**config.mk**
```make
export PLATFORM = sky130hd
export DESIGN_NAME = csb_core
export DESIGN_NICKNAME = d
export VERILOG_FILES = /design/src/logic/csb_pkg.sv /design/src/logic/csb_bcd_if.sv /design/src/logic/csb_bcd_adjust.sv /design/src/logic/csb_core.sv
export VERILOG_INCLUDE_DIRS = /design/src /design/src/logic
export SDC_FILE = /design/constraint.sdc
export NUM_CORES = 1
export LEC_CHECK = 0
export ABC_CLOCK_PERIOD_IN_PS = 2100
export BUFFER_PORTS_ARGS = -buffer_cell sky130_fd_sc_hd__buf_2
export CORE_MARGIN = 3
export CORE_UTILIZATION = 40
export CTS_CLUSTER_DIAMETER = 120
export DETAILED_ROUTE_END_ITERATION = 8
export PLACE_DENSITY = 0.7
export REMOVE_ABC_BUFFERS = 1
export SLEW_MARGIN = 15
export SYNTH_ARGS = -nofsm -noshare
export SYNTH_HDL_FRONTEND = slang
export SYNTH_SLANG_ARGS = --single-unit
```
**constraint.sdc**
```tcl
create_clock -name i_mclk -period 2.1 [get_ports i_mclk]
set_clock_uncertainty 0.1 [all_clocks]
set_input_delay 0.21 -clock i_mclk [delete_from_list [all_inputs] [get_ports i_mclk]]
set_output_delay 0.21 -clock i_mclk [all_outputs]
set_load 0.005 [all_outputs]
```
**src/logic/csb_consts.svh**
```systemverilog
// Purpose: Shared constants of the compare-skip and BCD adjust unit
// Assumes: Included by its bare name from the adjust unit and core files
// Notes: Numbers live here only; types live in csb_pkg
//
// Functional notes
// RULE1: Decode skip-if-greater from 0110 010 pattern
// RULE2: Decode skip-if-less from 0110 000 pattern
// RULE3: Compare by unsigned subtract; flags stay untouched
// RULE4: Greater variant skips only when byte exceeds
// RULE5: Less variant skips only when byte below
// RULE6: Skipped word becomes quiet no-operation cycle
// RULE7: One word; one cycle, two if skip
// RULE8: Skipping two-word instruction costs three cycles
// RULE9: Access bit zero selects fixed access bank
// RULE10: Access bit one takes bank select register
// RULE11: Low nibble plus six if above nine/digit carry
// RULE12: Adjust sum of packed BCD into BCD
// RULE13: High nibble plus six if above nine/carry
// RULE14: Decimal adjust opcode has only bits 2:0 set
`ifndef CSB_CONSTS_SVH
`define CSB_CONSTS_SVH

// Quarter phases of one instruction cycle
`define CSB_Q1 2'h0
`define CSB_Q2 2'h1
`define CSB_Q3 2'h2
`define CSB_Q4 2'h3
// Opcode decode masks and patterns
`define CSB_CMP_MASK 16'hfe00
`define CSB_OP_CMP_GT 16'h6400
`define CSB_OP_CMP_LT 16'h6000
`define CSB_OP_DAW 16'h0007
// Opcode field positions
`define CSB_ABIT 8
`define CSB_ACC_SPLIT 7
// Decimal adjust figures
`define CSB_BCD_LIMIT 4'h9
`define CSB_BCD_ADJ 4'h6
// Instruction cycle length in clocks
`define CSB_CLK_PER_CYC 4

`endif

```
**src/logic/csb_pkg.sv**
```systemverilog
// Purpose: Types of the compare-skip and BCD adjust unit
// Assumes: Used with full package names, never imported
// Notes: Sequencer states are Gray coded along the skip path except from CSB_SKIP2 back to CSB_EXEC
package csb_pkg;

    // Instruction sequencer states
    typedef enum logic [1:0] {
        CSB_EXEC  = 2'h0, // Normal execution
        CSB_SKIP1 = 2'h1, // First discarded cycle
        CSB_SKIP2 = 2'h3  // Second word of a skipped pair
    } csb_state_type;

    // Decoded instruction kind
    typedef enum logic [1:0] {
        CSB_OP_NONE = 2'h0, // Not handled here
        CSB_OP_GT   = 2'h1, // Compare, skip if greater
        CSB_OP_LT   = 2'h2, // Compare, skip if less
        CSB_OP_DAW  = 2'h3  // Decimal adjust working
    } csb_op_type;

endpackage

```
**src/logic/csb_bcd_if.sv**
```systemverilog
// Purpose: Carries the decimal adjust operands and result
// Assumes: Both ends sit on the same clock
// Notes: Purely combinational bundle
`timescale 1ns/1ps
interface csb_bcd_if;
    logic [7:0] working_register; // Working register value
    logic dc; // Digit carry flag in
    logic carry_in; // Carry flag in
    logic [7:0] result; // Adjusted value
    logic carry_out; // Carry flag out

    // Adjust unit side
    modport calc (input working_register, dc, carry_in, output result, carry_out);
    // Sequencer side
    modport user (output working_register, dc, carry_in, input result, carry_out);
endinterface

```
**src/logic/csb_bcd_adjust.sv**
```systemverilog
// Purpose: Nibble correction of the decimal adjust instruction
// Assumes: Operands stable during the process quarter
// Notes: Low nibble first so its carry ripples upward
`timescale 1ns/1ps
`include "csb_consts.svh"
module csb_bcd_adjust (
    // Operands and result
    csb_bcd_if.calc port
);
    logic [8:0] stage [0:2]; // Value after each nibble step
    logic [1:0] fix; // Nibble needs plus six

    assign stage[0] = {1'b0, port.working_register};

    // One correction step per nibble, low nibble first
    for (genvar i = 0; i < 2; i++) begin : g_nib
        logic [3:0] nib; // Nibble under test
        logic flag; // Its carry condition
        assign nib = stage[i][4*i +: 4];
        // Low step looks at digit carry, high at carry
        assign flag = (i == 0) ? port.dc
                               : (port.carry_in | stage[i][8]);
        assign fix[i] = (nib > `CSB_BCD_LIMIT) | flag; // see RULE11
        assign stage[i+1] = stage[i] + (fix[i] ?
            (9'(`CSB_BCD_ADJ) << (4*i)) : 9'h000); // see RULE13
    end

    // Result and carry; an earlier carry is never cleared
    assign port.result = stage[2][7:0]; // see RULE12
    assign port.carry_out = port.carry_in | stage[2][8]; // see RULE13

endmodule // csb_bcd_adjust

```
**src/logic/csb_core.sv**
```systemverilog
// Purpose: Executes compare-skip and decimal adjust instructions
// Assumes: All inputs come from core logic on i_mclk
// Notes: Four clocks form one instruction cycle, Q1 to Q4
`timescale 1ns/1ps
`include "csb_consts.svh"
module csb_core #(
    parameter int BANK_W = 4 // Data memory bank number width
) (
    // Clock and reset
    input wire logic i_mclk,
    input wire logic i_resetn,
    // Instruction stream, sampled in Q1 and Q3
    input wire logic [15:0] i_opcode,
    input wire logic i_next_two_word,
    // Core register view
    input wire logic [7:0] i_working_register,
    input wire logic [BANK_W-1:0] i_bank_select_register,
    input wire logic i_carry,
    input wire logic i_digit_carry_flag,
    // Data memory read port
    input wire logic [7:0] i_mem_rdata,
    output logic [BANK_W+7:0] o_mem_addr,
    output logic o_mem_rd,
    // Write-back of working register and carry
    output logic [7:0] o_working_register_data,
    output logic o_working_register_we,
    output logic o_carry,
    output logic o_carry_we,
    // Sequencing status
    output logic [1:0] o_q_phase,
    output logic o_skip_nop,
    output logic o_skip_taken
);

    // Decode an opcode into an instruction kind
    function automatic csb_pkg::csb_op_type decode_op(
        input logic [15:0] op
    );
        csb_pkg::csb_op_type kind;
        kind = csb_pkg::CSB_OP_NONE;
        if ((op & `CSB_CMP_MASK) == `CSB_OP_CMP_GT) begin
            kind = csb_pkg::CSB_OP_GT; // see RULE1
        end else if ((op & `CSB_CMP_MASK) == `CSB_OP_CMP_LT) begin
            kind = csb_pkg::CSB_OP_LT; // see RULE2
        end else if (op == `CSB_OP_DAW) begin
            kind = csb_pkg::CSB_OP_DAW; // see RULE14
        end
        return kind;
    endfunction

    // True for either compare-skip kind
    function automatic logic is_cmp(input csb_pkg::csb_op_type k);
        return (k == csb_pkg::CSB_OP_GT) || (k == csb_pkg::CSB_OP_LT);
    endfunction

    // Bank of the operand from the access bit
    function automatic logic [BANK_W-1:0] bank_of(
        input logic abit,
        input logic [7:0] f,
        input logic [BANK_W-1:0] bank_select_register
    );
        logic [BANK_W-1:0] bank;
        if (abit) begin
            bank = bank_select_register; // see RULE10
        end else if (f[`CSB_ACC_SPLIT]) begin
            bank = {BANK_W{1'b1}}; // see RULE9
        end else begin
            bank = '0; // see RULE9
        end
        return bank;
    endfunction

    // Sequencer state
    logic [1:0] q_ff, nxt_q; // Quarter phase
    csb_pkg::csb_state_type state_ff, nxt_state; // Skip sequencer
    csb_pkg::csb_op_type kind_ff, nxt_kind; // Instruction in flight
    logic [7:0] f_ff, nxt_f; // File address field
    logic abit_ff, nxt_abit; // Access bit
    logic skip_ff, nxt_skip; // Compare says skip
    logic two_ff, nxt_two; // Next word is a two-word instruction
    logic nop_ff, nxt_nop; // Current cycle is discarded
    logic taken_ff, nxt_taken; // Skip entered this clock

    // Datapath state
    logic [BANK_W+7:0] addr_ff, nxt_addr; // Operand address
    logic rd_ff, nxt_rd; // Read strobe
    logic [7:0] wdata_ff, nxt_wdata; // Write-back value
    logic we_ff, nxt_we; // Write-back strobe
    logic carry_ff, nxt_carry; // Carry value
    logic cwe_ff, nxt_cwe; // Carry strobe

    // Compare result
    logic [8:0] diff; // Unsigned difference, kept for borrow and zero test
    logic cmp_hit; // Skip condition met

    csb_bcd_if bif ();

    // Decimal adjust operands come straight from the core
    assign bif.working_register = i_working_register;
    assign bif.dc = i_digit_carry_flag;
    assign bif.carry_in = i_carry;

    csb_bcd_adjust u_bcd (
        .port (bif.calc)
    );

    // Subtract and test; the difference is never written back
    always_comb begin
        diff = {1'b0, i_mem_rdata} - {1'b0, i_working_register}; // see RULE3
        case (kind_ff)
            csb_pkg::CSB_OP_GT: begin
                // No borrow and not zero means strictly greater
                cmp_hit = !diff[8] && (diff[7:0] != 8'h00); // see RULE4
            end
            csb_pkg::CSB_OP_LT: begin
                cmp_hit = diff[8]; // see RULE5
            end
            default: begin
                cmp_hit = 1'b0;
            end
        endcase
    end

    // Next values of the sequencer
    always_comb begin
        nxt_q = q_ff + 2'h1;
        nxt_state = state_ff;
        nxt_kind = kind_ff;
        nxt_f = f_ff;
        nxt_abit = abit_ff;
        nxt_skip = skip_ff;
        nxt_two = two_ff;
        nxt_taken = 1'b0;
        case (q_ff)
            `CSB_Q1: begin
                nxt_skip = 1'b0;
                if (state_ff == csb_pkg::CSB_EXEC) begin
                    nxt_kind = decode_op(i_opcode);
                    nxt_f = i_opcode[7:0];
                    nxt_abit = i_opcode[`CSB_ABIT];
                end else begin
                    // Fetched word is dropped unexecuted
                    nxt_kind = csb_pkg::CSB_OP_NONE; // see RULE6
                end
            end
            `CSB_Q3: begin
                nxt_skip = cmp_hit;
                // Only an executed cycle's Q3 may set the length; a
                // discarded cycle must not reload it mid-skip
                if (state_ff == csb_pkg::CSB_EXEC) begin
                    nxt_two = i_next_two_word; // see RULE8
                end
            end
            `CSB_Q4: begin
                case (state_ff)
                    csb_pkg::CSB_EXEC: begin
                        if (skip_ff) begin
                            nxt_state = csb_pkg::CSB_SKIP1; // see RULE7
                            nxt_taken = 1'b1;
                        end
                    end
                    csb_pkg::CSB_SKIP1: begin
                        // Second word costs one more empty cycle
                        nxt_state = two_ff ? csb_pkg::CSB_SKIP2
                                           : csb_pkg::CSB_EXEC; // see RULE8
                    end
                    default: begin
                        nxt_state = csb_pkg::CSB_EXEC;
                    end
                endcase
            end
            default: begin
            end
        endcase
        nxt_nop = (nxt_state != csb_pkg::CSB_EXEC);
    end

    // Sequencer registers
    always_ff @(posedge i_mclk or negedge i_resetn) begin
        if (!i_resetn) begin
            q_ff <= `CSB_Q1;
            state_ff <= csb_pkg::CSB_EXEC;
            kind_ff <= csb_pkg::CSB_OP_NONE;
            f_ff <= '0;
            abit_ff <= 1'b0;
            skip_ff <= 1'b0;
            two_ff <= 1'b0;
            nop_ff <= 1'b0;
            taken_ff <= 1'b0;
        end else begin
            q_ff <= nxt_q;
            state_ff <= nxt_state;
            kind_ff <= nxt_kind;
            f_ff <= nxt_f;
            abit_ff <= nxt_abit;
            skip_ff <= nxt_skip;
            two_ff <= nxt_two;
            nop_ff <= nxt_nop;
            taken_ff <= nxt_taken;
        end
    end

    // Next values of the datapath; strobes last one quarter
    always_comb begin
        nxt_addr = addr_ff;
        nxt_rd = 1'b0;
        nxt_wdata = wdata_ff;
        nxt_we = 1'b0;
        nxt_carry = carry_ff;
        nxt_cwe = 1'b0;
        // Operand read during Q3
        if (q_ff == `CSB_Q2 && is_cmp(kind_ff)) begin
            nxt_addr = {bank_of(abit_ff, f_ff, i_bank_select_register),
                        f_ff};
            nxt_rd = 1'b1;
        end
        // Compares raise no write strobe: status stays as it was
        if (q_ff == `CSB_Q3 && kind_ff == csb_pkg::CSB_OP_DAW) begin
            nxt_wdata = bif.result; // see RULE12
            nxt_we = 1'b1;
            nxt_carry = bif.carry_out; // see RULE13
            nxt_cwe = 1'b1;
        end
    end

    // Datapath registers
    always_ff @(posedge i_mclk or negedge i_resetn) begin
        if (!i_resetn) begin
            addr_ff <= '0;
            rd_ff <= 1'b0;
            wdata_ff <= '0;
            we_ff <= 1'b0;
            carry_ff <= 1'b0;
            cwe_ff <= 1'b0;
        end else begin
            addr_ff <= nxt_addr;
            rd_ff <= nxt_rd;
            wdata_ff <= nxt_wdata;
            we_ff <= nxt_we;
            carry_ff <= nxt_carry;
            cwe_ff <= nxt_cwe;
        end
    end

    // Outputs, all straight from flip-flops
    assign o_mem_addr = addr_ff;
    assign o_mem_rd = rd_ff;
    assign o_working_register_data = wdata_ff;
    assign o_working_register_we = we_ff;
    assign o_carry = carry_ff;
    assign o_carry_we = cwe_ff;
    assign o_q_phase = q_ff;
    assign o_skip_nop = nop_ff;
    assign o_skip_taken = taken_ff;

    logic [3:0] w_lo; // Low nibble of working register
    assign w_lo = i_working_register[3:0];
endmodule // csb_core

```
==> out/qor.csv, run 1 <==
stage,metric,value,unit
synthesis,synthesized area per cell,10.85,um^2
timing,Final min period,2.424,ns
synthesis,Post-synth top cells,"dfrtp_1 (42), mux2_2 (22), ha_1 (19), inv_1 (19), nand2_1 (17)",
detailed_routing,final WL,4950,um
synthesis,Syn Inst Count,217,
worst_setup_path,worst r2r src,kind_ff[0],
detailed_routing,Routed Antenna Nets,0,
worst_setup_path,CP max stage delay,0.36,ns
floorplan,Starting Density,41.97,%
run,Max Cap Violations,0,
clocking,CTS tree,built,
synthesis,Synth area leader,dfrtp_1,
clocking,clk sink count,42,
worst_setup_path,reg2reg path depth,5,
detailed_routing,initial drt markers,30,
detailed_routing,DRT Pass-1 Iters,4,
hold_path,Hold Path Origin,i_next_two_word,
grt,antenna violations before repair,0,
synthesis,async set-reset flop share out of synthesis,100.0,%
worst_setup_path,CP Launch Type,input port,
timing,RSZ-0062 raised after global routing,true,
floorplan,die area,6840,um^2
detailed_routing,Via-to-Cell Ratio,4.843,
worst_setup_path,CP Max Fanout,3,
timing,Setup WS post-layout,-0.3241,ns
placed_design,Post-DP HPWL,3780,um
clocking,total CTS buffers,5,
worst_setup_path,CP arrival,2.50,ns
placed_design,I/O Buffers,68,
worst_setup_path,"slowest stage cell, crit path",fa_2,
synthesis,Synth cell types,44,
floorplan,chip width,82.71,um
run_status,status,"finished, violations left",
placed_design,GPL Wtd Cong,0.7974,
synthesis,Post-synth EDFFs,0,
grt,largest net degree at the start of global routing,43,
clocking,Clock Tree Root,clkbuf_8,
finish,layout cells sized above 1,45.66,%
synthesis,synthesized cell area,2354,um^2
finish,ANT cells,0,
pwr,VDD IR-drop max,0.2983,mV
detailed_routing,DR WL/cell,12.92,um
hold_path,WHS Endpoint,two_ff,
timing,final period utilization,115.4,%
synthesis,synthesized flop and latch total,42,
clocking,"Reg clk slew, reported paths",0.08,ns
worst_setup_path,WP depth,14,
finish,nets@finish,373,
synthesis,most numerous cell in the Yosys netlist,dfrtp_1,
worst_setup_path,CP cell instances,buf_6 > o21ai_2 > nand2b_1 > ha_2 > fa_2 > and3_4 > nand3_4 > xnor2_2 > a211o_1 > ha_1 > a21oi_1 > nor2_1 > xnor2_1 > a2bb2oi_1,
timing,Final setup viols,4,
timing,Max Freq,412.5,MHz
pwr,Leakage,1.598,nW
worst_setup_path,crit path kind,in -> reg,
grt,GR Util All Layers,14.70,%
floorplan,Top Ports,69,
timing,final hold slack,0.04317,ns
worst_setup_path,"delay-heaviest family, CP",adder cells,
floorplan,core footprint,5608,um^2
worst_setup_path,crit end category,register,
worst_setup_path,r2r endpoint,o_mem_addr[10],
synthesis,"top cells by area, synth","dfrtp_1 (45%), mux2_2 (11%), ha_1 (10%)",
pwr,Power Dens Cells,659.0,nW/um^2
floorplan,Std-Cell Rows,27,
worst_setup_path,worst reg-to-reg setup slack,0.32,ns
worst_setup_path,Critical Path RT,2.18,ns
clocking,clk buf depth,2,
timing,final setup TNS,-0.9972,ns
timing,Worst Tran Pin Value,0.5172,ns
hold_path,hold path depth,2,
floorplan,Die Height,82.71,um
synthesis,post-synth top area share,44.66,%
grt,first-pass GRT wire length,7638,um
timing,Slew HR,65.52,%
grt,grt ovf,0,
clocking,htree depth,2,
grt,vias in the first global route,1744,
clocking,Clock Latency Late Sink,0.29,ns
run_status,failing checks,negative setup slack,
timing,Hold Fails Final Rpt,0,
synthesis,Synth Flop Type,dfrtp_1,
synthesis,post-synthesis sequential area ratio,44.66,%
finish,Final Non-Filler Cells,383,
placed_design,"worst slack, placed",-0.8500,ns
finish,Area growth syn-to-layout,33.23,%
detailed_routing,via count,1855,
hold_path,worst min path class,in -> reg,
worst_setup_path,CP Buf/Inv Count,1,
detailed_routing,DRC Markers,0,
synthesis,Ys Warns,0,
placed_design,Post-Place Cells,370,
timing,max-slew violations,0,
finish,fill cell count,522,
-- routing by layer --
layer	global-route usage, %	share of wire, %	vias up
met3	3.145	4.1	16
met1	17.52	43	867
li1	-	-	932
met5	0	0	-
met2	24.60	50	40
met4	8.007	3.2	0
-- where the power goes --
group | leakage (nW) | total (mW) | switching, mW | internal [mW]
clock network | 0.0514 | 0.639 | 0.284 | 0.355
logic | 1.04 | 0.461 | 0.207 | 0.255
registers | 0.509 | 0.966 | 0.0596 | 0.906
-- layout by cell type, fill, tap and decap left out, types with 5 or more instances in the layout --
| cell type | count |
|---|---|
| a21oi_1 | 9 |
| buf_2 | 66 |
| buf_4 | 22 |
| clkbuf_8 | 5 |
| dfrtp_1 | 42 |
| ha_1 | 17 |
| inv_1 | 18 |
| mux2_2 | 22 |
| nand2_1 | 17 |
| nor2_1 | 10 |
| o21ai_0 | 10 |
| xnor2_1 | 6 |
-- state kept, by name, indices dropped and copies added (netlist names), 2 cells and up --
signal / count
o_mem_addr: 12
o_q_phase: 2
state_ff: 2
f_ff: 8
kind_ff: 2
o_working_register_data: 8
-- worst reg2reg max path, stage by stage (launching register included) --
cell,delay (ns)
dfrtp_1,0.39
inv_1,0.07
ha_1,0.32
nand2b_1,0.35
buf_4,0.27
o21ai_0,0.19
-- what timing repair did --
item | CTS | global route
resized for setup | 17 | 5
endpoints found under the setup margin | 4 | 4
hold buffers | 1 | 0
hold endpoints to repair | 42 | 0
setup buffers | 2 | 2
pin swaps | 9 | 7
-- worst max-delay path by stage --
stage	startpoint	end	slack (ns)
finish	i_working_register[2]	o_carry	-0.32
global route	i_working_register[2]	o_working_register_data[6]	-0.43
global placement	i_working_register[1]	o_working_register_data[7]	-0.75
floorplan	i_working_register[1]	o_working_register_data[6]	-0.59
detailed placement	i_working_register[1]	o_working_register_data[7]	-0.85
CTS	i_working_register[2]	o_working_register_data[6]	-0.32
-- layout make-up --
cell class | instances | area, um^2 | share of cell area (%)
repair buffers | 91 | 528.0 | 16.84
multi-input cells | 151 | 1285 | 40.98
inverters | 19 | 71.32 | 2.275
flip-flops and latches | 42 | 1051 | 33.52
well taps | 72 | 90.09 | 2.873
clock inverters | 2 | 37.54 | 1.197
clock buffers | 6 | 72.57 | 2.314
-- metrics by stage --
step / util (%) / cell area (um^2) / total power [mW]
floorplan: - / 2330 / 1.223
global placement: 51.63 / 2895 / 1.398
detailed placement: 51.63 / 2895 / 1.415
CTS: 55.18 / 3094 / 2.074
global route: 55.91 / 3136 / 2.200
finish: 55.91 / 3136 / 2.066
-- kinds of logic after synthesis --
kind of cell	Yosys count	share of synthesized area, %
and+or+nand+nor	54	12.33
DFF	42	44.66
AOI/OAI and AO/OA	40	10.63
buffers and inverters	24	4.040
muxes	22	10.53
adders and majority gates	22	12.65
xor gates and xnor gates	13	5.157
Note: power is estimated with default switching activity, not from simulation.
==> run 2: changes to the inputs <==
Settings changed: CELL_PAD_IN_SITES_DETAIL_PLACEMENT set to 0, CELL_PAD_IN_SITES_GLOBAL_PLACEMENT set to 2, CORE_UTILIZATION 40 to 32, GPL_ROUTABILITY_DRIVEN set to 0, PLACE_DENSITY 0.7 to 0.85.
==> out/qor.csv, run 2 (synthesized netlist as in run 1, its figures left out) <==
stage,metric,value,unit,change
timing,Slew HR,64.67,%,-0.85 points
pwr,clock power share,30.6,%,-0.3 points
grt,met2 Use GR,21.06,%,-3.5 points
timing,Setup WS post-layout,-0.3673,ns,-0.04320 ns
floorplan,die area,8420,um^2,+23%
worst_setup_path,CP Max Fanout,3,,unchanged
clocking,htree depth,2,,unchanged
grt,vias in the first global route,1867,,+7.1%
worst_setup_path,worst r2r src,kind_ff[0],,
grt,grt met1 use,16.45,%,-1.1 points
clocking,Clock Tree Root,clkbuf_8,,
timing,Worst Tran Pin Value,0.5300,ns,+0.01281 ns
pwr,Comb power frac,23.3,%,+1.0 points
floorplan,core footprint,6944,um^2,+24%
pwr,Power Dens Cells,645.7,nW/um^2,-2.0%
finish,max reg flops,12,,unchanged
detailed_routing,initial drt markers,39,,+30%
finish,"commonest non-fill, non-tap cell in the layout",buf_2,,
worst_setup_path,crit path kind,in -> reg,,
finish,most frequent cells in the layout,"buf_2 (66), dfrtp_1 (42), mux2_2 (22), buf_4 (22), inv_1 (18)",,
placed_design,I/O Buffers,68,,unchanged
timing,final period utilization,117.5,%,+2.1 points
finish,layout cells sized above 1,47.27,%,+1.6 points
detailed_routing,DRT Pass-1 Iters,4,,unchanged
run_status,status,"finished, violations left",,
timing,Final min period,2.467,ns,+0.04320 ns
placed_design,Post-DP HPWL,3976,um,+5.2%
detailed_routing,final WL,5168,um,+4.4%
timing,Max Freq,405.3,MHz,-1.8%
grt,grt ovf,0,,unchanged
clocking,Clock Latency Late Sink,0.29,ns,about the same
floorplan,Std-Cell Rows,30,,+11%
finish,Post-Layout Inst Area,3248,um^2,+3.6%
run_status,failing checks,negative setup slack,,
clocking,clk sink count,42,,unchanged
detailed_routing,DR WL/cell,12.70,um,-1.8%
floorplan,Starting Density,33.89,%,-8.1 points
worst_setup_path,Critical Path End,o_working_register_data[6],,
finish,area of the multi-input gates,1350,um^2,+5.1%
worst_setup_path,CP Launch Type,input port,,
grt,GRT Max-Usage Layer,met2,,
worst_setup_path,worst reg-to-reg setup slack,0.33,ns,about the same
detailed_routing,via count,1845,,-0.54%
finish,ANT cells,0,,unchanged
finish,Register Area,1051,um^2,unchanged
grt,antenna violations before repair,0,,unchanged
grt,largest net degree at the start of global routing,43,,unchanged
timing,RSZ-0062 raised after global routing,true,,
timing,max-slew violations,0,,unchanged
detailed_routing,Via-to-Cell Ratio,4.533,,-6.4%
worst_setup_path,r2r endpoint,o_mem_addr[4],,
finish,fill cell count,677,,+30%
worst_setup_path,Crit. Startpoint,i_working_register[1],,
worst_setup_path,Critical Path RT,2.21,ns,+0.03 ns
run,Max Cap Violations,0,,unchanged
clocking,"Reg clk slew, reported paths",0.07,ns,about the same
clocking,CTS tree,built,,
grt,GR Util All Layers,12.63,%,-2.1 points
finish,nets@finish,374,,+0.27%
placed_design,Placement Cell Area,2918,um^2,+0.78%
placed_design,"worst slack, placed",-0.7933,ns,+0.05674 ns
timing,Hold Fails Final Rpt,0,,unchanged
clocking,clk buf depth,2,,unchanged
hold_path,worst min path class,in -> reg,,
pwr,Reg power frac,46.0,%,-0.7 points
finish,Area growth syn-to-layout,38.01,%,
floorplan,chip width,91.76,um,+11%
detailed_routing,DRC Markers,0,,unchanged
detailed_routing,Routed Antenna Nets,0,,unchanged
worst_setup_path,reg2reg path depth,4,,-1
pwr,sw power,0.5395,mW,-2.0%
clocking,total CTS buffers,5,,unchanged
timing,Final setup viols,4,,unchanged
pwr,switch share,25.72,%,-0.93 points
grt,first-pass GRT wire length,8659,um,+13%
worst_setup_path,CP arrival,2.58,ns,+0.08 ns
grt,met3 usage,2.707,%,-0.44 points
floorplan,Top Ports,69,,unchanged
pwr,VDD IR-drop max,0.2616,mV,-12%
pwr,Leakage,1.617,nW,+1.2%
worst_setup_path,crit end category,register,,
pwr,Pint,1.558,mW,+2.8%
floorplan,Die Height,91.76,um,+11%
[run 2: cell count changes in the layout (fill, tap and decap cells not counted), sizes merged]
cell      change
clkinvlp      -1
buf           +1
[run 2: layer usage]
metal | share of wire [%] | wire length [um]
met1 | 46 | 2355
met2 | 49 | 2547
met3 | 4.1 | 210
met4 | 1.1 | 55
met5 | 0 | 0
[run 2: repair_timing]
action,CTS,global route
endpoints found under the setup margin,4,4
pin swaps,10,15
hold buffers,1,0
gates cloned,0,0
gates resized for setup,17,15
endpoints found under the hold margin,42,0
setup buffers,3,3
[run 2: power groups by stage]
stage	Combinational, mW	Clock, mW	Sequential [mW]
floorplan	0.249	0	0.974
finish	0.489	0.643	0.966
global placement	0.423	0	0.980
CTS	0.456	0.661	0.967
global route	0.553	0.701	0.981
detailed placement	0.430	0	0.983
[run 2: worst min-delay path by stage]
stage	startpoint	endpoint	slack, ns	cells after the start
after floorplan	i_resetn	abit_ff	-0.19	0
after global placement	i_resetn	o_mem_addr[9]	0.21	2
after detailed placement	i_resetn	o_mem_addr[8]	0.21	2
after CTS	i_next_two_word	two_ff	0.04	2
after global routing	i_next_two_word	two_ff	0.06	2
final	i_next_two_word	two_ff	0.05	2
[run 2: final cells by class]
type                       instances  share of cell area (%)
clock buffer                       6                   2.542
clock inverter                     1                  0.9245
inverter                          19                   2.196
multi-input combinational        151                   41.56
sequential                        42                   32.36
tap                               96                   3.698
timing repair buffer              92                   16.72
[run 2: critical path, stage by stage]
cell	delay (ns)
buf_8	0.10
o21ai_2	0.12
nand2b_1	0.11
ha_2	0.21
fa_2	0.37
and3_4	0.17
nand3_4	0.11
xnor2_4	0.08
a211o_4	0.35
ha_4	0.17
inv_2	0.05
fa_2	0.43
o21ai_2	0.11
[run 2: per-stage QoR]
step | power, mW | hold slack [ns] | cells | utilization, % | setup TNS, ns
5_1_grt | 2.234 | 0.05680 | 407 | 46.77 | -1.380
4_1_cts | 2.084 | 0.04358 | 404 | 44.97 | -0.9391
3_3_place_gp | 1.403 | 0.2081 | 393 | 42.02 | -2.791
6_report | 2.097 | 0.05234 | 407 | 46.77 | -1.070
2_1_floorplan | 1.223 | -0.1856 | 212 | - | -2.033
3_5_place_dp | 1.413 | 0.2076 | 393 | 42.02 | -2.932
